<file path="src/pkg/rsc_pkg.sv">
// shared types and constants of the reset strap configuration latch
// assumes the five-level strap sensing sits outside and hands over a code
`default_nettype none

package rsc_pkg;

	// ***************************************************************
	// sizes and timing
	// ***************************************************************
	localparam int RSC_NUM_PORTS = 4;
	localparam int RSC_LVL_W     = 3;
	localparam int RSC_CNT_W     = 3;
	// two-flop synchroniser depth on the strap pins
	localparam int RSC_SYNC_STAGES = 2;
	localparam logic [1:0] RSC_SETTLE_CYCLES = 2'(RSC_SYNC_STAGES);

	// ***************************************************************
	// five-level strap codes from the resistor sensing circuit
	// ***************************************************************
	localparam logic [RSC_LVL_W-1:0] RSC_LVL_200K_PD = 3'h0;
	localparam logic [RSC_LVL_W-1:0] RSC_LVL_200K_PU = 3'h1;
	localparam logic [RSC_LVL_W-1:0] RSC_LVL_10K_PD  = 3'h2;
	localparam logic [RSC_LVL_W-1:0] RSC_LVL_10K_PU  = 3'h3;
	localparam logic [RSC_LVL_W-1:0] RSC_LVL_10R_PD  = 3'h4;

	// ***************************************************************
	// types
	// ***************************************************************
	typedef enum logic [2:0] {
		RSC_MODE_CFG1,
		RSC_MODE_CFG2,
		RSC_MODE_CFG3,
		RSC_MODE_CFG4,
		RSC_MODE_RESERVED
	} rsc_mode_t;

	typedef enum logic [0:0] {
		RSC_PH_SETTLE,
		RSC_PH_HOLD
	} rsc_phase_t;

	typedef struct packed {
		logic [RSC_NUM_PORTS-1:0] portDplusDisableStrap;
		logic [RSC_NUM_PORTS-1:0] portDminusDisableStrap;
		logic [RSC_LVL_W-1:0]     fixedPortsCountStrap;
		logic [RSC_LVL_W-1:0]     chargingPortsCountStrap;
		logic [RSC_LVL_W-1:0]     modeStrap3;
		logic [RSC_LVL_W-1:0]     modeStrap2;
		logic [RSC_LVL_W-1:0]     modeStrap1;
	} rsc_strap_t;

	typedef struct packed {
		logic [RSC_NUM_PORTS-1:0] usb2PortDisable;
		logic [RSC_NUM_PORTS-1:0] ssPortDisable;
		logic [RSC_CNT_W-1:0]     fixedPortsCount;
		logic [RSC_NUM_PORTS-1:0] fixedPortsMask;
		logic [RSC_CNT_W-1:0]     chargingPortsCount;
		logic [RSC_NUM_PORTS-1:0] chargingPortsMask;
		rsc_mode_t                deviceMode;
	} rsc_cfg_t;

	// ***************************************************************
	// reset values
	// ***************************************************************
	localparam rsc_cfg_t RSC_CFG_RESET = '{
		usb2PortDisable:    '0,
		ssPortDisable:      '0,
		fixedPortsCount:    '0,
		fixedPortsMask:     '0,
		chargingPortsCount: '0,
		chargingPortsMask:  '0,
		deviceMode:         RSC_MODE_CFG1
	};

endpackage

`default_nettype wire

</file>
<file path="src/logic/rsc_level_decode.sv">
// five-level strap code to a port count and a mask starting at port 1
// assumes a code from the resistor sensing circuit; purely combinational
`default_nettype none

module rsc_level_decode
	import rsc_pkg::*;
#(
	parameter int NPORTS = RSC_NUM_PORTS
) (
	input  wire logic [RSC_LVL_W-1:0] level,
	output logic      [RSC_CNT_W-1:0] count,
	output logic      [NPORTS-1:0]    mask
);

	// ***************************************************************
	// level to count
	// ***************************************************************
	always_comb begin
		case (level)
			RSC_LVL_200K_PD: count = 3'h0;
			RSC_LVL_200K_PU: count = 3'h1;
			RSC_LVL_10K_PD:  count = 3'h2;
			RSC_LVL_10K_PU:  count = 3'h3;
			RSC_LVL_10R_PD:  count = 3'h4;
			// reserved codes fall back to the plain setting
			default:         count = 3'h0;
		endcase
	end

	// ***************************************************************
	// count to mask, lowest ports first
	// ***************************************************************
	always_comb begin
		for (int i = 0; i < NPORTS; i++) begin
			mask[i] = (RSC_CNT_W'(i) < count);
		end
	end

endmodule

`default_nettype wire

</file>
<file path="src/logic/rsc_strap_latch.sv">
// reset strap configuration latch for a four-port hub
// assumes strap pins are asynchronous to sys_clk and settle before
// resetn rises; resetn covers both power-on and external reset
`default_nettype none

module rsc_strap_latch
	import rsc_pkg::*;
(
	input  wire logic sys_clk,
	input  wire logic resetn,
	input  wire rsc_strap_t strapPins,
	output rsc_cfg_t  strapConfig,
	output logic      configValid
);

	// ***************************************************************
	// state
	// ***************************************************************
	typedef struct packed {
		rsc_phase_t phase;
		logic [1:0] settleCnt;
		rsc_strap_t syncMeta;
		rsc_strap_t syncStable;
		rsc_cfg_t   cfg;
	} rsc_state_t;

	localparam rsc_state_t RSC_STATE_RESET = '{
		phase:      RSC_PH_SETTLE,
		settleCnt:  '0,
		syncMeta:   '0,
		syncStable: '0,
		cfg:        RSC_CFG_RESET
	};

	rsc_state_t state;
	rsc_state_t next_state;

	// ***************************************************************
	// decoders on the synchronised five-level straps
	// ***************************************************************
	logic [RSC_CNT_W-1:0]     fixedCount;
	logic [RSC_NUM_PORTS-1:0] fixedMask;
	logic [RSC_CNT_W-1:0]     chargeCount;
	logic [RSC_NUM_PORTS-1:0] chargeMask;

	rsc_level_decode #(
		.NPORTS (RSC_NUM_PORTS)
	) fixedDecode (
		.level  (state.syncStable.fixedPortsCountStrap),
		.count  (fixedCount),
		.mask   (fixedMask)
	);

	rsc_level_decode #(
		.NPORTS (RSC_NUM_PORTS)
	) chargeDecode (
		.level  (state.syncStable.chargingPortsCountStrap),
		.count  (chargeCount),
		.mask   (chargeMask)
	);

	// ***************************************************************
	// mode decode: strap2 must be the weak pull-down, strap1 selects
	// ***************************************************************
	rsc_mode_t modeDecoded;

	always_comb begin
		modeDecoded = RSC_MODE_RESERVED;
		if (state.syncStable.modeStrap2 == RSC_LVL_200K_PD) begin
			case (state.syncStable.modeStrap1)
				RSC_LVL_200K_PD: modeDecoded = RSC_MODE_CFG1;
				RSC_LVL_200K_PU: modeDecoded = RSC_MODE_CFG2;
				RSC_LVL_10K_PD:  modeDecoded = RSC_MODE_CFG3;
				RSC_LVL_10K_PU:  modeDecoded = RSC_MODE_CFG4;
				default:         modeDecoded = RSC_MODE_RESERVED;
			endcase
		end
	end

	// ***************************************************************
	// port disable decode
	// ***************************************************************
	logic [RSC_NUM_PORTS-1:0] dplusOff;
	logic [RSC_NUM_PORTS-1:0] dminusOff;
	logic [RSC_NUM_PORTS-1:0] portOff;

	// a 1 on a data-line strap marks that line disabled
	assign dplusOff  = state.syncStable.portDplusDisableStrap;
	assign dminusOff = state.syncStable.portDminusDisableStrap;
	// one line alone does not take the port down
	assign portOff   = dplusOff & dminusOff;

	// ***************************************************************
	// next state
	// ***************************************************************
	always_comb begin
		next_state = state;
		// strap3 is not used, so only the other fields are synchronised
		next_state.syncMeta = strapPins;
		next_state.syncMeta.modeStrap3 = '0;
		next_state.syncStable = state.syncMeta;
		case (state.phase)
			RSC_PH_SETTLE: begin
				// wait until the pin levels at release reach syncStable
				if (state.settleCnt == RSC_SETTLE_CYCLES) begin
					next_state.phase = RSC_PH_HOLD;
					next_state.cfg.usb2PortDisable = portOff;
					next_state.cfg.ssPortDisable = portOff;
					next_state.cfg.fixedPortsCount = fixedCount;
					next_state.cfg.fixedPortsMask = fixedMask;
					next_state.cfg.chargingPortsCount = chargeCount;
					next_state.cfg.chargingPortsMask = chargeMask;
					next_state.cfg.deviceMode = modeDecoded;
				end else begin
					next_state.settleCnt = state.settleCnt + 2'h1;
				end
			end
			RSC_PH_HOLD: begin
				// settings frozen until the next reset
				next_state.cfg = state.cfg;
			end
			default: begin
				next_state.phase = RSC_PH_SETTLE;
			end
		endcase
	end

	// ***************************************************************
	// registers
	// ***************************************************************
	always_ff @(posedge sys_clk or negedge resetn) begin
		if (!resetn) begin
			// reset held by board until straps settle
			state <= RSC_STATE_RESET;
		end else begin
			state <= next_state;
		end
	end

	// ***************************************************************
	// outputs
	// ***************************************************************
	assign strapConfig = state.cfg;
	assign configValid = (state.phase == RSC_PH_HOLD);

endmodule

`default_nettype wire

</file>
<file path="config.mk">
export PLATFORM = sky130hd
export DESIGN_NAME = rsc_strap_latch
export DESIGN_NICKNAME = d
export VERILOG_FILES = /design/src/pkg/rsc_pkg.sv /design/src/logic/rsc_level_decode.sv /design/src/logic/rsc_strap_latch.sv
export SDC_FILE = /design/constraint.sdc
export NUM_CORES = 1
export LEC_CHECK = 0
export BUFFER_PORTS_ARGS = -buffer_cell sky130_fd_sc_hd__buf_2
export CAP_MARGIN = 15
export CORE_MARGIN = 2
export CORE_UTILIZATION = 51
export DETAILED_ROUTE_END_ITERATION = 6
export PLACE_DENSITY = 0.77
export SETUP_SLACK_MARGIN = 0.02
export SLEW_MARGIN = 20
export SYNTH_ARGS = -nofsm -noshare
export SYNTH_HDL_FRONTEND = slang
export SYNTH_SLANG_ARGS = --single-unit
export TNS_END_PERCENT = 100
</file>
<file path="constraint.sdc">
create_clock -name sys_clk -period 2.2 [get_ports sys_clk]
set_clock_uncertainty 0.2 [all_clocks]
set_input_delay 0.11 -clock sys_clk [delete_from_list [all_inputs] [get_ports sys_clk]]
set_output_delay 0.11 -clock sys_clk [all_outputs]
set_load 0.02 [all_outputs]
</file>
==> flow_summary.ini, run 1 <==
[run_status]
status = finished, final reports clean

[placed_design]
place_hpwl_mm = 1.92
port_buffers = 47
dp_slack_ns = 0.493
place_inst = 223
gp_congestion = 0.703
placed_cell_area_sq_mm = 0.00222

[route]
wl_met3_microns = 180
routed.top_layer = met4
drt_iter0_drc = 65
via_count = 1171
routed_wl_mm = 3.21
vias_per_cell = 4.50
ant_nets = 0
dr_wl_met2_mm = 1.77
met1Wirelength_mm = 1.20
firstDrtPassIters = 4
drcViolationCount = 0
wl_per_cell_microns = 12.3

[floorplan]
start_util = 0.528
ios = 51
core_sq_mm = 0.00397
die_w_microns = 68.1
fp.dieH_microns = 68.1
dieArea_sq_mm = 0.00464
core.rowCount = 23

[min_path]
holdCritStartpoint = next_state[43]
hold_path_class = register to register
holdPathEnd = dminusOff[3]
min_path_cells = 0

[clock_tree]
clk_pin_slew_ns = 0.06
h-tree-depth = 3
cts-root-buf = clkbuf_8
clk-insertion-delay-late_ns = 0.31
post-cts-setup-buffers = 0
cts_tree = built
cts_made_buffers = 9
clk_path_buf_depth = 2
clock_sinks = 62

[worst_setup_path]
crit_path_start_kind = register
critPathKind = register to register
rr_worst_depth = 6
rrSetupSlack_ns = 0.48
cp.required_ns = 2.20
cp-end-kind = register
r2r_end = strapConfig[0]
reg2reg_from = state[71]
arrival_ns = 1.72
cp_max_fo = 18

[timing]
timing.fmax_mhz = 582
worst-slew-pin-transition_ns = 0.726
slew_violations = 0
setup_ws_ns = 0.481
rsz0062_at_grt = no
timing_hold_violations_final = 0
finalSetupTns_ns = 0
fin_crit_ns = 1.72
setup_viol_count_final = 0
slew_headroom = 0.516
min_period_over_period = 0.781

[yosys]
ys_top_cells_by_area = dfrtp_1 (74%), buf_4 (8.9%), nand2_1 (3.4%), o21ai_0 (3.1%), nor2_1 (1.3%)
ys_ff_latch = 62
synth.net_count = 179
synthDistinctLibCells = 22
netlist_area_sq_mm = 0.00210
synth_top_area_share = 0.739
synth_warnings = 0
seq_area_frac_synth = 0.739
yosysTopAreaCell = dfrtp_1
synth_cells = 153
synth_area_per_cell_sq_um = 13.7

[global_route]
grt_max_degree = 63
grt_pass1_wl_mm = 5.06
first_global_vias = 1114
track_usage = 0.162
antenna_found_initial = 0
gr-total-overflow = 0

[final_layout]
design_area_sq_mm = 0.00262
finalNetCount = 231
fin_util = 0.659
fillers = 298
n_antenna_cell = 0
synthToLayoutAreaGrowth_pct = 24.7
fin_cells = 260
layout-drive-gt1-share = 0.329

[power]
p_leak_nw = 1.28
p_per_area_mw_per_mm2 = 863
irDropWorstVdd_mv = 0.687

[run]
maxCapViolations = 0
power breakdown:
group          switching (mW)  internal, mW  total [mW]  leakage [nW]
sequential             0.0249          1.20        1.22         0.739
combinational          0.0827        0.0688       0.152         0.445
clock                   0.388         0.497       0.886        0.0954
cell families (layout without fill, tap and decap cells):
logic type                 after synthesis  count (layout)  synth area share
and+or+nand+nor                         36              36            0.0817
AOI/OAI and AO/OA                       19              19            0.0531
DFF                                     62              62             0.739
buffers and inverters                   31              88             0.102
muxes                                    1               1           0.00537
xor gates and xnor gates                 3               3            0.0125
adders and majority gates                1               1           0.00596
worst max path at each step:
stage	end	cells past startpoint	from
floorplan	strapConfig[8]	5	state[71]
global placement	strapConfig[0]	6	state[71]
CTS	strapConfig[0]	6	state[71]
global route	strapConfig[0]	6	state[71]
detailed placement	strapConfig[0]	6	state[71]
finish	strapConfig[0]	6	state[71]
worst max-delay path: stages (launching register included):
cell and delay, ns:
dfrtp_1 0.37, inv_1 0.05, ha_1 0.21, nand2b_1 0.34
buf_12 0.20, nor2_4 0.05, a22o_1 0.18
synthesized netlist by cell type:
cell type and number:
dfrtp_1 62, buf_4 25, nand2_1 19, o21ai_0 13
nor2_1 7, nand2b_1 4, buf_2 3, a22o_1 2
a31oi_1 2, clkbuf_1 2, nor2b_1 2, xor2_1 2
a22oi_1 1, a2bb2oi_1 1, ha_1 1, inv_1 1
mux2_2 1, nand3b_1 1, nor2_4 1, or2_2 1
or4_4 1, xnor2_1 1
cells in the final DEF (no fill, tap or decap):
cell | synthesis | final
a22o_1 | 2 | 2
buf_4 | 25 | 2
a31oi_1 | 2 | 2
clkinvlp_4 | 0 | 1
a22oi_1 | 1 | 1
clkbuf_8 | 0 | 12
a2bb2oi_1 | 1 | 1
mux2_2 | 1 | 1
nor2b_1 | 2 | 2
nor2_4 | 1 | 1
ha_1 | 1 | 1
dlygate4sd3_1 | 0 | 21
nand3b_1 | 1 | 1
nand2_1 | 19 | 19
dfrtp_1 | 62 | 62
inv_1 | 1 | 1
or4_4 | 1 | 1
xnor2_1 | 1 | 1
o21ai_0 | 13 | 13
buf_12 | 0 | 1
clkinv_2 | 0 | 2
clkbuf_1 | 2 | 1
buf_2 | 3 | 47
nor2_1 | 7 | 7
or2_2 | 1 | 1
xor2_1 | 2 | 2
nand2b_1 | 4 | 4
metal layers:
metal | vias up | track usage
met4 | 0 | 0.0975
li1 | 568 | -
met3 | 6 | 0.0559
met1 | 561 | 0.174
met2 | 36 | 0.274
met5 | - | 0
final cells by class:
cell class,instances,area (sq um),share of cell area
multi-input combinational,60,333,0.127
sequential,62,1550,0.593
inverter,1,3.75,0.00143
timing repair buffer,71,480,0.184
clock inverter,3,17.5,0.00669
clock buffer,13,169,0.0645
tap,50,62.6,0.0239
repair_timing:
action / CTS / global route
hold buffers: 21 / 0
resized for setup: 0 / 0
hold endpoints to repair: 82 / 0
flip-flops by register name, indices dropped and copies added (netlist names):
register and cells:
next_state 20, strapConfig 19, state 14, dminusOff 4
dplusOff 4, configValid 1
metrics by stage:
step                hold WS, ns  power [mW]
floorplan                -0.386        1.33
global placement         0.0178        1.36
detailed placement       0.0193        1.37
CTS                       0.149        2.29
global route              0.158        2.37
finish                    0.149        2.26
(Power assumes the default switching activity.)
==> run 2: changes to the inputs <==
==> constraint.sdc (replaced) <==
create_clock -name sys_clk -period 1.7 [get_ports sys_clk]
set_clock_uncertainty 0.2 [all_clocks]
set_input_delay 0.085 -clock sys_clk [delete_from_list [all_inputs] [get_ports sys_clk]]
set_output_delay 0.085 -clock sys_clk [all_outputs]
set_load 0.02 [all_outputs]
==> flow_summary.ini, run 2 (synthesized netlist as in run 1, its figures left out) <==
[placed_design]
port_buffers = 47
place_hpwl_mm = 2.20
gp_congestion = 0.723
dp_slack_ns = 0.209
place_inst = 224
placed_cell_area_sq_mm = 0.00223

[global_route]
gr-total-overflow = 0
track_usage = 0.167
first_global_vias = 1187
antenna_found_initial = 0
grt_pass1_wl_mm = 5.31
grt_max_degree = 41

[worst_setup_path]
arrival_ns = 1.57
critPathKind = register to register
cp-end-kind = register
crit_path_start_kind = register
cp.required_ns = 1.73
cp_max_fo = 6

[route]
vias_per_cell = 4.58
drt_iter0_drc = 54
routed_wl_mm = 3.39
ant_nets = 0
drcViolationCount = 0
via_count = 1196
firstDrtPassIters = 4
wl_per_cell_microns = 13.0

[power]
seqPwrFrac = 0.536
power_mw = 2.95
p_int_mw = 2.31
irDropWorstVdd_mv = 0.714
swShare = 0.215
p_leak_nw = 1.28
power_frac_clock = 0.395
p_per_area_mw_per_mm2 = 1130
p_sw_mw = 0.635
comb_power_share = 0.069

[final_layout]
synthToLayoutAreaGrowth_pct = 24.9
design_area_sq_mm = 0.00262
finalNetCount = 232
layout-drive-gt1-share = 0.322
mostFrequentLayoutCells = dfrtp_1 (62), buf_2 (47), dlygate4sd3_1 (21)
largest_reg_flops = 20
n_antenna_cell = 0
final_common_cell = dfrtp_1
fin_cells = 261

[timing]
finalSetupTns_ns = 0
rsz0062_at_grt = no
min_period_over_period = 0.907
setup_ws_ns = 0.158
worst-slew-pin-transition_ns = 0.523
slew_headroom = 0.652
timing.fmax_mhz = 648
slew_violations = 0
timing_hold_violations_final = 0
fin_crit_ns = 1.54
setup_viol_count_final = 0

[floorplan]
start_util = 0.528
core.rowCount = 23
dieArea_sq_mm = 0.00464
die_w_microns = 68.1
core_sq_mm = 0.00397
ios = 51
fp.dieH_microns = 68.1

[run_status]
status = finished, final reports clean

[clock_tree]
holdBufCountCts = 21
cts_tree = built
cts-root-buf = clkbuf_8
clk-insertion-delay-late_ns = 0.31
h-tree-depth = 3
ctsResizeCount = 0
clk_pin_slew_ns = 0.06
cts_made_buffers = 9
clock_sinks = 62
clk_path_buf_depth = 2
post-cts-setup-buffers = 0

[min_path]
hold_path_class = primary input to asynchronous set/reset pin

[run]
maxCapViolations = 0
==> run 2: cell types whose count changed in the layout (fill, tap and decap cells not counted) <==
cell / before / now
buf_4: 2 / 3
bufinv_16: 0 / 1
clkbuf_1: 1 / 3
clkbuf_8: 12 / 9
==> run 2: worst paths after layout <==
path | slack, ns | start | cells past startpoint | to
max in group asynchronous | 0.62 | resetn | 3 | next_state[30]
min in group sys_clk | 0.14 | next_state[28] | 0 | state[28]
hold reg to reg | 0.14 | next_state[28] | 0 | state[28]
setup reg to reg | 0.16 | state[71] | 6 | strapConfig[11]
setup / recovery | 0.16 | state[71] | 6 | strapConfig[11]
hold / removal | 0.1 | resetn | 2 | dminusOff[2]
==> run 2: power groups by stage <==
stage / clock [mW] / sequential (mW) / combinational (mW)
3_3_place_gp: 0 / 1.60 / 0.161
4_1_cts: 1.20 / 1.58 / 0.205
5_1_grt: 1.27 / 1.59 / 0.224
3_5_place_dp: 0 / 1.61 / 0.168
6_report: 1.17 / 1.58 / 0.203
2_1_floorplan: 0 / 1.60 / 0.119
==> run 2: final cells by class <==
class | count | area [sq um]
Clock buffer | 12 | 135
Clock inverter | 4 | 47.5
Fill cell | 287 | 1350
Inverter | 1 | 3.75
Multi-Input combinational cell | 60 | 333
Sequential cell | 62 | 1550
Tap cell | 50 | 62.6
Timing Repair Buffer | 72 | 488
==> run 2: stage by stage <==
step / hold WS [ns] / utilization
finish: 0.0990 / 0.660
detailed placement: -0.114 / 0.561
global route: 0.124 / 0.660
global placement: -0.129 / 0.561
CTS: 0.0769 / 0.660
floorplan: -0.411 / -
==> run 2: worst max-delay path, stage by stage, from the launching register on <==
cell	delay, ns
dfrtp_1	0.39
inv_1	0.06
ha_1	0.18
nor2b_1	0.22
buf_4	0.18
nor2_1	0.05
a31oi_1	0.17
==> run 2: per-layer routing <==
metal  part of all wire  vias up  global-route usage
met5                  0        -                   0
met4             0.0035        0              0.0750
met3              0.051        2              0.0543
met2               0.56       46               0.306
met1               0.39      579               0.172
li1                   -      569                   -
==> run 3: changes to the inputs <==
--- a/config.mk
+++ b/config.mk
@@ -10,7 +10,7 @@
 export CORE_MARGIN = 2
 export CORE_UTILIZATION = 51
 export DETAILED_ROUTE_END_ITERATION = 6
-export PLACE_DENSITY = 0.77
+export PLACE_DENSITY_LB_ADDON = 0.05
 export SETUP_SLACK_MARGIN = 0.02
 export SLEW_MARGIN = 20
 export SYNTH_ARGS = -nofsm -noshare
==> flow_summary.ini, run 3 (synthesized netlist as in run 1, its figures left out) <==
[floorplan]
core.rowCount = 23
core_sq_mm = 0.00397
start_util = 0.528
ios = 51
dieArea_sq_mm = 0.00464
die_w_microns = 68.1
fp.dieH_microns = 68.1

[worst_setup_path]
path_delay_family = flip-flops
cp-end-kind = register
reg2reg_from = state[71]
crit_path_start_kind = register
rrSetupSlack_ns = 0.18
arrival_ns = 1.53
path_cells = inv_1 > ha_1 > nor2b_1 > mux2_2
critPathKind = register to register
slowest_delay_ns = 0.39
cp.required_ns = 1.71
worst-path-buf-inv = 1
worst-path-stages = 4
crit_start = state[71]
crit_slowest_cell = dfrtp_1
rr_worst_depth = 4
cp_max_fo = 3

[clock_tree]
cts-root-buf = clkbuf_8
clk-insertion-delay-late_ns = 0.32
cts_tree = built
cts_made_buffers = 9
h-tree-depth = 3
clock_sinks = 62
clk_pin_slew_ns = 0.06
clk_path_buf_depth = 2
post-cts-setup-buffers = 0

[final_layout]
fillers = 297
finalNetCount = 232
layout-drive-gt1-share = 0.324
final_common_cell = dfrtp_1
mostFrequentLayoutCells = dfrtp_1 (62), buf_2 (47), dlygate4sd3_1 (21)
largest_reg_flops = 20
synthToLayoutAreaGrowth_pct = 25.1
n_antenna_cell = 0

[timing]
setup_viol_count_final = 0
rsz0062_at_grt = no
timing.fmax_mhz = 656
min_period_over_period = 0.896
slew_headroom = 0.798
setup_ws_ns = 0.176
slew_violations = 0
timing_hold_violations_final = 0
fin_crit_ns = 1.52
finalSetupTns_ns = 0
worst-slew-pin-transition_ns = 0.303

[global_route]
first_global_vias = 1100
grt_pass1_wl_mm = 4.61
track_usage = 0.151
gr-total-overflow = 0
grt_max_degree = 63
antenna_found_initial = 0

[power]
irDropWorstVdd_mv = 0.678
p_per_area_mw_per_mm2 = 1120
p_leak_nw = 1.28

[route]
drt_iter0_drc = 40
firstDrtPassIters = 2
vias_per_cell = 4.45
drcViolationCount = 0
via_count = 1156
wl_per_cell_microns = 11.7
routed_wl_mm = 3.03
ant_nets = 0

[placed_design]
port_buffers = 47
dp_slack_ns = 0.183
gp_congestion = 0.673
place_hpwl_mm = 1.92

[min_path]
hold_path_class = primary input to asynchronous set/reset pin

[run]
maxCapViolations = 0

[run_status]
status = finished, final reports clean
-- run 3: cell types whose count changed in the layout (fill, tap and decap cells not counted) --
cell	before	now
clkbuf_1	3	2
clkinv_2	2	0
bufinv_16	1	0
clkinvlp_4	1	0
clkbuf_8	9	13
-- run 3: layer usage --
layer,GRT usage,vias up,wire (microns)
met5,0,-,0
met4,0.128,0,65
met3,0.0592,7,144
met2,0.248,37,1560
met1,0.149,541,1260
li1,-,571,-
-- run 3: power breakdown --
part,total [mW],internal (mW),leakage (nW),switching [mW]
combinational,0.199,0.0925,0.447,0.106
clock,1.16,0.682,0.0958,0.479
sequential,1.58,1.55,0.739,0.0303
-- run 3: final timing paths --
| path | to |
|---|---|
| max in group asynchronous | state[27] |
| min | strapConfig[11] |
| min in group sys_clk | dminusOff[3] |
| min reg2reg | dminusOff[3] |
| max reg2reg | strapConfig[8] |
| max | strapConfig[8] |
-- run 3: area by class of cell --
cell class | count | area (sq um) | share of cell area
multi-input cells | 60 | 333 | 0.127
well taps | 50 | 62.6 | 0.0238
repair buffers | 72 | 488 | 0.186
clock buffers | 15 | 186 | 0.0710
flip-flops and latches | 62 | 1550 | 0.591
inverters | 1 | 3.75 | 0.00143
-- run 3: worst min-delay path, cell delays in order --
cell	delay, ns
dlygate4sd3_1	0.52
buf_2	0.12
buf_12	0.29
-- run 3: per-stage QoR --
| stage | instance area [sq um] | std cells | utilization | total power [mW] | hold slack, ns |
|---|---|---|---|---|---|
| finish | 2630 | 260 | 0.661 | 2.94 | 0.103 |
| CTS | 2630 | 260 | 0.661 | 2.98 | 0.0953 |
| floorplan | 2100 | 153 | - | 1.72 | -0.411 |
| global placement | 2230 | 224 | 0.561 | 1.76 | -0.0904 |
| detailed placement | 2230 | 224 | 0.561 | 1.77 | -0.0862 |
| global route | 2630 | 260 | 0.661 | 3.08 | 0.124 |
-- run 3: what timing repair did --
action                                  CTS  global route
hold buffers                             21             0
endpoints found under the setup margin    0             0
resized for setup                         0             0
hold endpoints to repair                 82             0
